`src/common/mbts_defines.vh`:
```
// constants for the motion block transition sequencer
`ifndef MBTS_DEFINES_VH
`define MBTS_DEFINES_VH
`define MBTS_CLK_KHZ 100000
`define MBTS_INPOS_START_MS 4
`define MBTS_ADDR_CTRL 8'h00
`define MBTS_ADDR_MAXFEED 8'h04
`define MBTS_ADDR_ACCT 8'h08
`define MBTS_ADDR_DECT 8'h0C
`define MBTS_ADDR_STATUS 8'h10
`define MBTS_ADDR_RAMP 8'h14
`define MBTS_CTRL_DECSEL 0
`define MBTS_CTRL_CONSTACC 1
`define MBTS_CTRL_SCURVE 2
`define MBTS_STAT_SLOW 6
`define MBTS_CTRL_RST 3'h0
`define MBTS_MAXFEED_RST 16'h03E8
`define MBTS_ACCT_RST 16'h0064
`define MBTS_DECT_RST 16'h0064
`define MBTS_K_LIN 4'h0
`define MBTS_K_CIRC 4'h1
`define MBTS_K_TRAV 4'h2
`define MBTS_K_PTP 4'h3
`define MBTS_K_DWELL 4'h4
`define MBTS_K_ORGUNDEF 4'h5
`define MBTS_K_SPEED 4'h6
`define MBTS_K_INTFEED 4'h7
`define MBTS_K_COORD 4'h8
`define MBTS_K_PEND 4'h9
`define MBTS_K_MDCODE 4'hA
`define MBTS_K_PASSCMD 4'hB
`define MBTS_K_STOPCMD 4'hC
`define MBTS_K_INPOSCMD 4'hD
`define MBTS_K_PARAMCMD 4'hE
`define MBTS_MODE_PASS 2'h0
`define MBTS_MODE_STOP 2'h1
`define MBTS_MODE_INPOS 2'h2
`define MBTS_W_INPOS 2'h0
`define MBTS_W_DEMAND 2'h1
`define MBTS_W_ACC 2'h2
`define MBTS_W_DEC 2'h3
`define MBTS_RATE_SHIFT 8
`endif

```
`src/verilog/mbts_sequencer.v`:
```
// motion block transition sequencer: pass/stop decision, ramp math and block release
//
// Behaviour
// - pass-time select acceleration: next block starts in previous block's acceleration interval
// - pass-time select deceleration: next block starts in previous block's deceleration interval
// - pass handover always uses trapezoid profile, even with s-curve configured
// - constant acceleration only when enabled and block is single-axis linear
// - acceleration rate is max feed over accel time; deceleration likewise
// - ramp time is feed change times accel or decel time over max feed
// - ramp times come from system settings or latest parameter change command
// - constant acceleration: next linear block waits until demand position generated
// - in-position-check-off: next block starts without positioning complete, within 4 ms
// - after stop-mode command, each block waits for positioning complete
// - multi-axis move after constant-acceleration linear waits for positioning complete
// - constant acceleration pass: axes with zero relative movement are not moved
// - linear after motion, motion after linear, same-plane circles pass
// - circle after circle in another plane waits for completion
// - traverse after circle or circle after traverse uses stop behaviour
// - traverse after traverse same axes: stop on reversal, pass otherwise
// - traverse after traverse on other axes finishes first pair before second
// - pass and check-off modes read ahead; halted read-ahead means stop behaviour
// - linear or circular block with low auxiliary code halts read-ahead after it
// - listed non-interpolation, option-number and standalone code blocks stop predecessor
// - pass mode is selected after reset
// - constant acceleration overrides pass-time select for single-axis passes
//
// Our own choices: the register addresses and the APB register port.
`include "mbts_defines.vh"
module mbts_sequencer #(
  parameter FEED_W = 16,
  parameter TIME_W = 16,
  parameter INPOS_START_CYC = `MBTS_INPOS_START_MS * `MBTS_CLK_KHZ
) (
  input wire pclk,
  input wire presetn,
  input wire psel,
  input wire penable,
  input wire pwrite,
  input wire [7:0] paddr,
  input wire [31:0] pwdata,
  output reg [31:0] prdata,
  output reg pready,
  output reg pslverr,
  input wire blk_valid,
  input wire [3:0] blk_kind,
  input wire [3:0] blk_axes,
  input wire [3:0] blk_zero,
  input wire [1:0] blk_plane,
  input wire [3:0] blk_dir,
  input wire [FEED_W-1:0] blk_feed,
  input wire blk_mlo,
  input wire blk_opt,
  input wire [TIME_W-1:0] blk_acct,
  input wire [TIME_W-1:0] blk_dect,
  output reg blk_ready,
  input wire gen_accel,
  input wire gen_decel,
  input wire gen_demand_done,
  input wire gen_inpos,
  output reg traj_start,
  output reg [3:0] traj_kind,
  output reg [3:0] traj_axes,
  output reg [1:0] traj_plane,
  output reg [3:0] traj_dir,
  output reg [FEED_W-1:0] traj_feed,
  output reg [31:0] traj_ramp,
  output reg [31:0] traj_acc_rate,
  output reg [31:0] traj_dec_rate,
  output reg traj_const_acc,
  output reg traj_scurve,
  output reg traj_pass
);
  localparam ST_IDLE = 2'h0;
  localparam ST_DECIDE = 2'h1;
  localparam ST_DIV = 2'h2;
  localparam ST_WAIT = 2'h3;

  reg [1:0] st_r;
  reg [1:0] mode_r;
  reg [2:0] ctrl_r;
  reg [FEED_W-1:0] maxfeed_r;
  reg [TIME_W-1:0] acct_r;
  reg [TIME_W-1:0] dect_r;
  reg slow_r;
  reg [19:0] slow_cnt_r;
  // block under decision
  reg [3:0] c_kind_r;
  reg [3:0] c_axes_r;
  reg [1:0] c_plane_r;
  reg [3:0] c_dir_r;
  reg [FEED_W-1:0] c_feed_r;
  reg c_mlo_r;
  reg c_opt_r;
  reg c_ca_r;
  reg [1:0] c_wait_r;
  // block last released
  reg p_valid_r;
  reg [3:0] p_kind_r;
  reg [3:0] p_axes_r;
  reg [1:0] p_plane_r;
  reg [3:0] p_dir_r;
  reg [FEED_W-1:0] p_feed_r;
  reg p_mlo_r;
  reg p_ca_r;
  // shared serial divider
  reg [1:0] phase_r;
  reg [4:0] cnt_r;
  reg [31:0] num_r;
  reg [TIME_W-1:0] den_r;
  reg [TIME_W:0] rem_r;
  reg [31:0] quo_r;
  reg [31:0] ramp_r;
  reg [31:0] accr_r;

  wire apb_wr = psel & penable & pready & pwrite;
  wire apb_rd_setup = psel & ~penable;

  // block classification
  wire [3:0] eff_axes = ctrl_r[`MBTS_CTRL_CONSTACC] ? (blk_axes & ~blk_zero) : blk_axes;
  wire eff_single = (eff_axes != 4'h0) && ((eff_axes & (eff_axes - 4'h1)) == 4'h0);
  wire c_interp = (c_kind_r == `MBTS_K_LIN) | (c_kind_r == `MBTS_K_CIRC) | (c_kind_r == `MBTS_K_TRAV);
  wire p_interp = p_valid_r & ((p_kind_r == `MBTS_K_LIN) | (p_kind_r == `MBTS_K_CIRC) |
                  (p_kind_r == `MBTS_K_TRAV));
  wire c_multi = (c_axes_r & (c_axes_r - 4'h1)) != 4'h0;
  wire c_cmd = (c_kind_r >= `MBTS_K_PASSCMD);

  reg table_pass;
  always @* begin
    table_pass = 1'b0;
    if (p_interp && c_interp) begin
      if (c_kind_r == `MBTS_K_LIN || p_kind_r == `MBTS_K_LIN)
        table_pass = 1'b1;
      else if (p_kind_r == `MBTS_K_CIRC && c_kind_r == `MBTS_K_CIRC)
        table_pass = (p_plane_r == c_plane_r);
      else if (p_kind_r == `MBTS_K_TRAV && c_kind_r == `MBTS_K_TRAV)
        table_pass = (p_axes_r == c_axes_r) && ((p_dir_r & c_axes_r) == (c_dir_r & c_axes_r));
      else
        table_pass = 1'b0;
    end
  end

  // read-ahead is halted by a low auxiliary code behind, or a stop-before block ahead
  wire halt_ahead = p_mlo_r | (c_interp & c_opt_r) | ~c_interp;
  wire after_ca_multi = p_valid_r & p_ca_r & c_multi;

  reg [1:0] wait_sel;
  always @* begin
    wait_sel = `MBTS_W_INPOS;
    case (mode_r)
      `MBTS_MODE_PASS: begin
        if (halt_ahead || after_ca_multi || !table_pass)
          wait_sel = `MBTS_W_INPOS;
        else if (c_ca_r && p_ca_r)
          wait_sel = `MBTS_W_DEMAND;
        else if (ctrl_r[`MBTS_CTRL_DECSEL])
          wait_sel = `MBTS_W_DEC;
        else
          wait_sel = `MBTS_W_ACC;
      end
      `MBTS_MODE_INPOS: begin
        if (halt_ahead || after_ca_multi)
          wait_sel = `MBTS_W_INPOS;
        else
          wait_sel = `MBTS_W_DEMAND;
      end
      default: wait_sel = `MBTS_W_INPOS;
    endcase
  end

  wire is_pass = (c_wait_r == `MBTS_W_ACC) | (c_wait_r == `MBTS_W_DEC) |
                 ((c_wait_r == `MBTS_W_DEMAND) & (mode_r == `MBTS_MODE_PASS));
  wire rising = c_feed_r >= p_feed_r;
  wire [FEED_W-1:0] dfeed = ~is_pass ? c_feed_r : (rising ? c_feed_r - p_feed_r : p_feed_r - c_feed_r);
  wire [TIME_W-1:0] rtime = (~is_pass | rising) ? acct_r : dect_r;
  wire [31:0] ramp_num = dfeed * rtime;
  wire [31:0] rate_num = {{(32-FEED_W-`MBTS_RATE_SHIFT){1'b0}}, maxfeed_r, {`MBTS_RATE_SHIFT{1'b0}}};

  wire [TIME_W:0] rem_sh = {rem_r[TIME_W-1:0], num_r[31]};
  wire rem_ge = rem_sh >= {1'b0, den_r};

  reg launch_ok;
  always @* begin
    case (c_wait_r)
      `MBTS_W_DEMAND: launch_ok = gen_demand_done;
      `MBTS_W_ACC: launch_ok = gen_accel | gen_inpos;
      `MBTS_W_DEC: launch_ok = gen_decel | gen_inpos;
      default: launch_ok = gen_inpos;
    endcase
  end

  always @(posedge pclk or negedge presetn) begin
    if (!presetn) begin
      st_r <= ST_IDLE;
      mode_r <= `MBTS_MODE_PASS;
      blk_ready <= 1'b0;
      c_kind_r <= 4'h0;
      c_axes_r <= 4'h0;
      c_plane_r <= 2'h0;
      c_dir_r <= 4'h0;
      c_feed_r <= {FEED_W{1'b0}};
      c_mlo_r <= 1'b0;
      c_opt_r <= 1'b0;
      c_ca_r <= 1'b0;
      c_wait_r <= `MBTS_W_INPOS;
      p_valid_r <= 1'b0;
      p_kind_r <= 4'h0;
      p_axes_r <= 4'h0;
      p_plane_r <= 2'h0;
      p_dir_r <= 4'h0;
      p_feed_r <= {FEED_W{1'b0}};
      p_mlo_r <= 1'b0;
      p_ca_r <= 1'b0;
      phase_r <= 2'h0;
      cnt_r <= 5'h0;
      num_r <= 32'h0;
      den_r <= {TIME_W{1'b0}};
      rem_r <= {(TIME_W+1){1'b0}};
      quo_r <= 32'h0;
      ramp_r <= 32'h0;
      accr_r <= 32'h0;
      traj_start <= 1'b0;
      traj_kind <= 4'h0;
      traj_axes <= 4'h0;
      traj_plane <= 2'h0;
      traj_dir <= 4'h0;
      traj_feed <= {FEED_W{1'b0}};
      traj_ramp <= 32'h0;
      traj_acc_rate <= 32'h0;
      traj_dec_rate <= 32'h0;
      traj_const_acc <= 1'b0;
      traj_scurve <= 1'b0;
      traj_pass <= 1'b0;
      acct_r <= `MBTS_ACCT_RST;
      dect_r <= `MBTS_DECT_RST;
    end else begin
      traj_start <= 1'b0;
      if (apb_wr && paddr == `MBTS_ADDR_ACCT)
        acct_r <= pwdata[TIME_W-1:0];
      if (apb_wr && paddr == `MBTS_ADDR_DECT)
        dect_r <= pwdata[TIME_W-1:0];
      case (st_r)
        ST_IDLE: begin
          blk_ready <= 1'b1;
          if (blk_valid && blk_ready) begin
            blk_ready <= 1'b0;
            c_kind_r <= blk_kind;
            c_axes_r <= eff_axes;
            c_plane_r <= blk_plane;
            c_dir_r <= blk_dir;
            c_feed_r <= blk_feed;
            c_mlo_r <= blk_mlo & ((blk_kind == `MBTS_K_LIN) | (blk_kind == `MBTS_K_CIRC));
            c_opt_r <= blk_opt;
            c_ca_r <= ctrl_r[`MBTS_CTRL_CONSTACC] & (blk_kind == `MBTS_K_LIN) & eff_single;
            if (blk_kind == `MBTS_K_PARAMCMD) begin
              acct_r <= blk_acct;
              dect_r <= blk_dect;
            end
            st_r <= ST_DECIDE;
          end
        end
        ST_DECIDE: begin
          if (c_cmd) begin
            if (c_kind_r == `MBTS_K_PASSCMD)
              mode_r <= `MBTS_MODE_PASS;
            if (c_kind_r == `MBTS_K_STOPCMD)
              mode_r <= `MBTS_MODE_STOP;
            if (c_kind_r == `MBTS_K_INPOSCMD)
              mode_r <= `MBTS_MODE_INPOS;
            st_r <= ST_IDLE;
          end else begin
            c_wait_r <= wait_sel;
            st_r <= ST_DIV;
            cnt_r <= 5'h0;
            rem_r <= {(TIME_W+1){1'b0}};
            num_r <= 32'h0;
            den_r <= {{(TIME_W-FEED_W){1'b0}}, maxfeed_r};
            phase_r <= 2'h3;
          end
        end
        ST_DIV: begin
          // one quotient bit per cycle; a zero divisor saturates the quotient
          if (phase_r == 2'h3) begin
            num_r <= ramp_num;
            den_r <= {{(TIME_W-FEED_W){1'b0}}, maxfeed_r};
            rem_r <= {(TIME_W+1){1'b0}};
            cnt_r <= 5'h0;
            phase_r <= 2'h0;
          end else begin
            num_r <= {num_r[30:0], 1'b0};
            rem_r <= rem_ge ? rem_sh - {1'b0, den_r} : rem_sh;
            quo_r <= {quo_r[30:0], rem_ge};
            cnt_r <= cnt_r + 5'h1;
            if (cnt_r == 5'h1F) begin
              cnt_r <= 5'h0;
              rem_r <= {(TIME_W+1){1'b0}};
              num_r <= rate_num;
              if (phase_r == 2'h0) begin
                ramp_r <= {quo_r[30:0], rem_ge};
                den_r <= acct_r;
                phase_r <= 2'h1;
              end else if (phase_r == 2'h1) begin
                accr_r <= {quo_r[30:0], rem_ge};
                den_r <= dect_r;
                phase_r <= 2'h2;
              end else begin
                traj_dec_rate <= {quo_r[30:0], rem_ge};
                traj_acc_rate <= accr_r;
                traj_ramp <= ramp_r;
                st_r <= ST_WAIT;
              end
            end
          end
        end
        ST_WAIT: begin
          if (!p_valid_r || launch_ok) begin
            traj_start <= 1'b1;
            traj_kind <= c_kind_r;
            traj_axes <= c_axes_r;
            traj_plane <= c_plane_r;
            traj_dir <= c_dir_r;
            traj_feed <= c_feed_r;
            traj_const_acc <= c_ca_r;
            traj_pass <= is_pass & p_valid_r;
            traj_scurve <= ctrl_r[`MBTS_CTRL_SCURVE] & ~(is_pass & p_valid_r);
            p_valid_r <= 1'b1;
            p_kind_r <= c_kind_r;
            p_axes_r <= c_axes_r;
            p_plane_r <= c_plane_r;
            p_dir_r <= c_dir_r;
            p_feed_r <= c_feed_r;
            p_mlo_r <= c_mlo_r;
            p_ca_r <= c_ca_r;
            st_r <= ST_IDLE;
          end
        end
        default: st_r <= ST_IDLE;
      endcase
    end
  end

  // start-latency watch for check-off mode: counts from demand done until release
  always @(posedge pclk or negedge presetn) begin
    if (!presetn) begin
      slow_r <= 1'b0;
      slow_cnt_r <= 20'h0;
    end else begin
      if (st_r != ST_IDLE && mode_r == `MBTS_MODE_INPOS && gen_demand_done && p_valid_r)
        slow_cnt_r <= slow_cnt_r + 20'h1;
      else
        slow_cnt_r <= 20'h0;
      if (slow_cnt_r >= INPOS_START_CYC[19:0])
        slow_r <= 1'b1;
      else if (apb_wr && paddr == `MBTS_ADDR_STATUS && pwdata[`MBTS_STAT_SLOW])
        slow_r <= 1'b0;
    end
  end

  // apb slave: one wait-free access phase, unmapped addresses answer with an error
  always @(posedge pclk or negedge presetn) begin
    if (!presetn) begin
      pready <= 1'b0;
      pslverr <= 1'b0;
      prdata <= 32'h0;
      ctrl_r <= `MBTS_CTRL_RST;
      maxfeed_r <= `MBTS_MAXFEED_RST;
    end else begin
      pready <= apb_rd_setup;
      pslverr <= 1'b0;
      prdata <= 32'h0;
      if (apb_rd_setup) begin
        case (paddr)
          `MBTS_ADDR_CTRL: prdata <= {29'h0, ctrl_r};
          `MBTS_ADDR_MAXFEED: prdata <= {{(32-FEED_W){1'b0}}, maxfeed_r};
          `MBTS_ADDR_ACCT: prdata <= {{(32-TIME_W){1'b0}}, acct_r};
          `MBTS_ADDR_DECT: prdata <= {{(32-TIME_W){1'b0}}, dect_r};
          `MBTS_ADDR_STATUS: prdata <= {24'h0, p_ca_r, slow_r, c_wait_r, st_r, mode_r};
          `MBTS_ADDR_RAMP: prdata <= ramp_r;
          default: pslverr <= 1'b1;
        endcase
      end
      if (apb_wr && paddr == `MBTS_ADDR_CTRL)
        ctrl_r <= pwdata[2:0];
      if (apb_wr && paddr == `MBTS_ADDR_MAXFEED)
        maxfeed_r <= pwdata[FEED_W-1:0];
    end
  end
endmodule // mbts_sequencer

```
`config.mk`:
```
export PLATFORM = sky130hd
export DESIGN_NAME = mbts_sequencer
export DESIGN_NICKNAME = d
export VERILOG_FILES = /design/src/verilog/mbts_sequencer.v
export VERILOG_INCLUDE_DIRS = /design/src /design/src/common
export SDC_FILE = /design/constraint.sdc
export NUM_CORES = 2
export LEC_CHECK = 0
export BUFFER_PORTS_ARGS = -buffer_cell sky130_fd_sc_hd__buf_2
export CORE_ASPECT_RATIO = 1.25
export CORE_MARGIN = 2
export CORE_UTILIZATION = 55
export DETAILED_ROUTE_END_ITERATION = 7
export GPL_TIMING_DRIVEN = 0
export HOLD_SLACK_MARGIN = 0.12
export PLACE_DENSITY = 0.75
export SLEW_MARGIN = 20
export SYNTH_ARGS = -nofsm -noshare
export SYNTH_HDL_FRONTEND = slang
export SYNTH_SLANG_ARGS = --single-unit
```
`constraint.sdc`:
```
create_clock -name pclk -period 10.95 [get_ports pclk]
set_input_delay 0.5475 -clock pclk [delete_from_list [all_inputs] [get_ports pclk]]
set_output_delay 0.5475 -clock pclk [all_outputs]
set_load 0.02 [all_outputs]
```
==> Word-level counts from Yosys, hierarchy flattened <==
Cells that the tools add are included.
{ "totals": {"ff_bits": 444, "inputBits": 118, "out_inout_bits": 165, "word_cells": 247} }
{ "op_classes": {"add_sub_neg": 7, "multipliers": 1, "order_cmp": 4, "eq_ne": 36, "muxes": 68, "n_bitwise": 40, "n_reduce_logical": 48} }
{ "op_table": {"columns": ["op", "count"], "rows": [
  ["16-bit two-way mux", 20],
  ["32-bit one-hot mux with 6 select lines", 1],
  ["32-bit two-way mux", 4],
  ["16-bit one-hot mux with 2 select lines", 2],
  ["32-bit one-hot mux with 2 select lines", 1],
  ["16-bit subtractor", 3],
  ["2-bit two-way mux", 17],
  ["16-bit by 16-bit multiplier with 32-bit output", 1],
  ["20-bit by 1-bit adder with 20-bit output, second input constant", 1],
  ["4-bit AND", 5],
  ["20-bit by 19-bit greater-or-equal comparator with 1-bit output, second input constant", 1],
  ["20-bit two-way mux", 1],
  ["17-bit by 16-bit greater-or-equal comparator with 1-bit output", 1],
  ["4-bit == test, second input constant", 4],
  ["8-bit by 4-bit == test with 1-bit output, second input constant", 2],
  ["8-bit by 5-bit == test with 1-bit output, second input constant", 2],
  ["16-bit greater-or-equal comparator", 1],
  ["1-bit logical AND", 16],
  ["4-bit logical NOT", 4],
  ["5-bit two-way mux", 3],
  ["1-bit AND", 14],
  ["2-bit inequality test, second input constant", 7],
  ["1-bit two-way mux", 13],
  ["2-bit == test, second input constant", 6],
  ["other kinds (33)", 74]
]} }

==> Logic depth before layout (Yosys ltp) <==
{ "depth": {"word_depth": 11, "mapped_depth": 36, "depth_no_buf": 33} }

==> Worst setup path before layout <==
OpenSTA, ideal clock, no wires.
{ "synth_path": {"path_kind": "register to register", "start": "register p_feed_r[0]", "end": "register num_r[31]", "setup_ns": 0.094, "arrival_time_ns": 8.256, "t_required_ns": 10.856, "setup_slack_ns": 2.600, "path_stages_with_launch": 33, "n_path_buf": 2, "synth_period_minus_slack_ns": 8.350, "cell_sequence": "dfrtp_1 ha_1 inv_1 fa_1 a211oi_1 or2_1 a211oi_4 o21ai_2 buf_6 mux2_4 a221o_1 xnor2_2 a211oi_1 fa_1 inv_1 fa_1 fa_1 inv_1 fa_1 fa_1 inv_1 fa_1 inv_1 ha_1 clkbuf_1 or2_2 a31o_2 o41ai_1 o2bb2a_1 and3b_1 a211o_1 a21o_1 a211oi_1"} }
{ "synth_between": {"elab_chain_cells": 6, "word_cells_on_any_way": 10, "classes_between": "add/sub: 2; mul: 1; order compare: 1; mux: 5; bitwise: 1"} }
{ "synth_rtl": {"columns": ["item", "line_no", "text"], "rows": [
  ["start, declared", "mbts_sequencer.v:102", "reg [FEED_W-1:0] p_feed_r;"],
  ["start signal, assigned", "mbts_sequencer.v:210", "p_feed_r <= {FEED_W{1'b0}};"],
  ["start signal, assigned", "mbts_sequencer.v:330", "p_feed_r <= c_feed_r;"],
  ["16-bit subtractor or 16-bit greater-or-equal comparator (tied branches)", "mbts_sequencer.v:173, mbts_sequencer.v:172", null],
  ["16-bit two-way mux or 1-bit bitwise OR (tied branches)", "mbts_sequencer.v:173, mbts_sequencer.v:174", null],
  ["16-bit two-way mux, on equally long branches", "mbts_sequencer.v:173, mbts_sequencer.v:174", null],
  ["16-bit by 16-bit multiplier with 32-bit output (*)", "mbts_sequencer.v:175", "wire [31:0] ramp_num = dfeed * rtime;"],
  ["32-bit two-way mux (*)", "mbts_sequencer.v:282", "if (phase_r == 2'h3) begin"],
  ["32-bit one-hot mux with 2 select lines (*)", "mbts_sequencer.v:241", "case (st_r)"],
  ["end signal, assigned", "mbts_sequencer.v:283", "num_r <= ramp_num;"],
  ["end signal, assigned", "mbts_sequencer.v:289", "num_r <= {num_r[30:0], 1'b0};"],
  ["end signal, assigned", "mbts_sequencer.v:296", "num_r <= rate_num;"],
  ["end, declared", "mbts_sequencer.v:108", "reg [31:0] num_r;"]
]} }
Every way passes the cells marked *; elsewhere a longest branch is shown, timed or not.
A chain may end at the register's enable or synchronous reset.

==> Final worst setup path <==
{ "layout_path": {"start": "register c_feed_r[0]", "end": "register num_r[31]"} }
{ "layout_between": {"elab_chain_cells": 6, "word_cells_on_any_way": 10, "classes_between": "add/sub: 2; mul: 1; order compare: 1; mux: 5; bitwise: 1"} }
{ "layout_rtl": {"columns": ["item", "line_no", "text"], "rows": [
  ["start, declared", "mbts_sequencer.v:91", "reg [FEED_W-1:0] c_feed_r;"],
  ["start signal, assigned", "mbts_sequencer.v:200", "c_feed_r <= {FEED_W{1'b0}};"],
  ["start signal, assigned", "mbts_sequencer.v:250", "c_feed_r <= blk_feed;"],
  ["16-bit subtractor or 16-bit greater-or-equal comparator (tied branches)", "mbts_sequencer.v:173, mbts_sequencer.v:172", null],
  ["16-bit two-way mux or 1-bit bitwise OR (tied branches)", "mbts_sequencer.v:173, mbts_sequencer.v:174", null],
  ["16-bit two-way mux, on equally long branches", "mbts_sequencer.v:173, mbts_sequencer.v:174", null],
  ["16-bit by 16-bit multiplier with 32-bit output (*)", "mbts_sequencer.v:175", null],
  ["32-bit two-way mux (*)", "mbts_sequencer.v:282", null],
  ["32-bit one-hot mux with 2 select lines (*)", "mbts_sequencer.v:241", null]
]} }
Marks and branches as above.

==> results summary <==
Buffers added to address setup during post-CTS repair amount to 0. The internal reg-to-reg setup slack is 1100 ps. The type of element capturing the critical path is a register. The post-synthesis cell count came out at 3,090.

Summed over all nets, the half-perimeter wirelength after detailed placement is 73.7 mm. TritonCTS built the clock tree. The number of hold buffers added after CTS was 1.

The critical path contains buffers and inverters numbering 9 combined. The data required time of the critical path is 11,430 ps. The number of standard-cell rows in the floorplan is 96. The maximum fanout along the worst path came out at 10. The number of unique standard cell types used by synthesis came out at 88. The family with the most delay on the worst path is adder cells.

The final critical-path share of the clock period is 0.900. The TritonCTS buffer count came out at 44. The die extent in x is 215 um.

The worst hold path startpoint is blk_dect[15]. The via count of the first global-routing pass came out at 25,094. For this run, the leading register cell type out of synthesis is sky130_fd_sc_hd__dfrtp_1.

The DRC violation total after the first TritonRoute iteration came out at 2,001. The clock share of power is 0.430. The residual overflow from global routing came out at 0. The count of cells along the worst register-to-register path is 34.

The synthesis-to-layout area growth came out at 13.1%. Entering global routing, the biggest net connects 101 pins. The path category of the worst min-delay check is input port to register.

Of the total power, registers draw 0.461. The tree is rooted in a sky130_fd_sc_hd__clkbuf_16. After synthesis the netlist holds a flip-flop and latch count of 444. Gates resized during post-CTS repair numbered 0. The number of cells traversed by the worst hold path came out at 3. The fraction of final layout cells sized beyond drive strength 1 is 0.191.

The reported max-cap violation count is 0. The terminating pin of the worst hold path is dect_r[15]. The number of top-level design ports came out at 283.

The smallest clock period supported by the final layout is computed as 9850 ps. The die boundary height came out at 268 um. The transition time at the pin with the least slew margin came out at 1130 ps. The clock sink count is 444.

The average wire length per cell after detail routing is 22.7 um. The final route contains 24,677 vias. The largest individual stage delay along the critical path comes from the cell sky130_fd_sc_hd__nor3b_2. The first global-routing pass estimated 146 mm of wire.

Of the total power, the share spent switching nets is 0.259. The portion of the post-synthesis area used by sequential elements is 0.363. The worst setup skew after layout is 26.2 ps.

The synthesized area is 0.0307 mm^2. The switching power of the nets came out at 0.985 mW. After the last flow step, the layout net total stands at 3,885.

The worst register-to-register path ends at num_r[31]. The die outline area is 0.0577 mm^2. The post-route antenna net violation count came out at 0. The number of synthesized flops with an enable pin came out at 0. For this run, the number of Yosys warnings is 0. The peak clock frequency supported by timing is 0.102 GHz. Data on the critical path arrives at its endpoint at 10,330 ps. The maximum ir drop on the vdd rail is 0.132 mV. Port buffering added 265 buffers.

The insertion delay of the later-clocked pin in the worst-skew pair is 590 ps. In this run the static leakage power is 17.2 nW. The setup violation total in the final timing report came out at 0.

In the routed design, unresolved DRC markers number 0. The sort of element at the start of the critical path is a register. The internal power of the cells is 2.81 mW. For this run, the total global-route usage over all layers was measured as 0.330. Of the total power, combinational logic draws 0.109. The worst hold margin is 158 ps.

In the final timing run, aggregate negative setup slack is 0 ps. The placer congestion estimate came out at 1.01. The first-pass iteration count of the detailed router is 8. The clock input transition at the sequential cells of the worst setup and hold paths came out at 70 ps. The critical path is of the register to register type.

The per-cell via count in the routed design came out at 5.89. The number of endpoints with negative hold slack in the final report is 0. The worst register-to-register path begins at c_feed_r[0].

The mean area per synthesized cell is 9.93 um^2. The total power density per cell area came out at 109 mW/mm^2. The cell that appears most often on the critical path is sky130_fd_sc_hd__fa_1. The region available for standard cell placement spans 0.0550 mm^2. The run finished with clean final reports. Synthesis produced a netlist with a net count of 3,568. Summed over all layers, the routed wires come to 94.9 mm. The count of pins over their slew limit is 0. The initial antenna violation count is 29. The buffer depth of the longest clock path is 3. The share of flip-flops with an asynchronous set or reset after synthesis came out at 1.00. In this run the tightest slew margin relative to its limit is 0.223.

The instance count on the critical path came out at 34. The maximum cell stage delay along the critical path came out at 680 ps. Setup repair after global routing left no endpoint under its margin. In this run the number of H-tree levels came out at 2. The initial cell density of the core came out at 0.558.
==> routing by layer <==
metal | wire, um | vias to the layer above | global-route usage | part of all wire
met5 | 197 | - | 0 | 0.0021
met4 | 6040 | 32 | 0.194 | 0.064
met3 | 8190 | 309 | 0.0853 | 0.086
met2 | 44800 | 1094 | 0.539 | 0.47
met1 | 35700 | 12145 | 0.398 | 0.38
li1 | - | 11097 | - | -
==> area by class of cell <==
cell class / instances / area [um^2]
inverter: 315 / 1180
timing repair buffer: 271 / 1480
tap: 735 / 920
clock inverter: 21 / 300
fill: 4644 / 20300
sequential: 444 / 11100
antenna: 14 / 35.0
buffer: 150 / 614
clock buffer: 60 / 1280
multi-input combinational: 2181 / 17800
==> cells by family after synthesis <==
kind of cell,after synthesis,synth area share
AO/OA/AOI/OAI,538,0.115
AND/OR/NAND/NOR,881,0.129
XOR/XNOR,65,0.0195
buffers and inverters,465,0.0586
multiplexers,336,0.120
adder cells (fa/ha/maj),361,0.195
flip-flops,444,0.363
==> stage by stage <==
step / worst slack [ps] / cell area [um^2] / std cells / power, mW / util
3_3_place_gp: 546 / 32900 / 4090 / 2.17 / 0.598
6_report: 1100 / 34700 / 4191 / 3.79 / 0.631
2_1_floorplan: 2600 / 30700 / 3090 / 2.04 / -
5_1_grt: 623 / 34700 / 4186 / 3.93 / 0.630
3_5_place_dp: 1360 / 33100 / 4095 / 2.18 / 0.601
4_1_cts: 1250 / 34700 / 4177 / 3.81 / 0.630
==> registers in the layout, indices dropped and copies added, names as in the netlist, 20 cells and up, named ones only <==
| signal | flops |
|---|---|
| num_r | 32 |
| traj_acc_rate | 32 |
| slow_cnt_r | 20 |
| quo_r | 31 |
| traj_ramp | 32 |
| accr_r | 32 |
| prdata | 32 |
| traj_dec_rate | 32 |
| ramp_r | 32 |
==> power groups by stage <==
stage | registers [mW] | logic (mW) | clock network (mW)
after detailed placement | 1.77 | 0.407 | 0
after global routing | 1.75 | 0.463 | 1.71
after global placement | 1.77 | 0.394 | 0
final | 1.75 | 0.414 | 1.63
after floorplan | 1.75 | 0.283 | 0
after CTS | 1.75 | 0.416 | 1.65
==> placed cells by master, fill, tap and decap left out, types with 95 or more instances in the layout <==
cell type	netlist	layout
sky130_fd_sc_hd__dfrtp_1	432	432
sky130_fd_sc_hd__nand2_1	396	396
sky130_fd_sc_hd__inv_1	315	315
sky130_fd_sc_hd__buf_2	23	287
sky130_fd_sc_hd__mux2_2	237	237
sky130_fd_sc_hd__nor2_1	210	210
sky130_fd_sc_hd__fa_1	197	197
sky130_fd_sc_hd__ha_1	163	163
sky130_fd_sc_hd__o21ai_0	154	154
sky130_fd_sc_hd__a21oi_1	119	118
sky130_fd_sc_hd__clkbuf_1	101	105
sky130_fd_sc_hd__mux2i_1	95	95
==> how the worst max path moves through the flow <==
stage / from / slack [ps] / endpoint
global placement: presetn / 550 / cnt_r[0]
CTS: c_feed_r[0] / 1250 / num_r[31]
detailed placement: c_feed_r[0] / 1360 / num_r[31]
floorplan: p_feed_r[0] / 2600 / num_r[31]
global route: c_feed_r[0] / 620 / num_r[31]
finish: c_feed_r[0] / 1100 / num_r[31]
==> cells in the mapped netlist (all sizes together), types with 25 or more instances <==
cell type	number	area [um^2]
a21oi	121	613
ha	163	2040
buf	49	235
inv	315	1180
mux2	238	2680
a21o	50	375
nor3	43	220
nand2	396	1490
and3	44	275
dfrtp	432	10800
a211oi	32	253
and2	43	269
fa	197	3940
clkbuf	101	379
xor2	25	226
o211ai	28	260
nor2	210	788
nand3	47	235
mux2i	98	1000
o21ai	163	823
xnor2	40	373
==> worst register-to-register path, delay by kind of cell (launching register included) <==
kind            cells  cell delay [ps]
simple gates        7             1640
buf+inv             9             1540
compound gates      9             2060
fa+ha+maj           9             4080
flops               1              440
No activity file was read; power rests on OpenSTA's default activity.
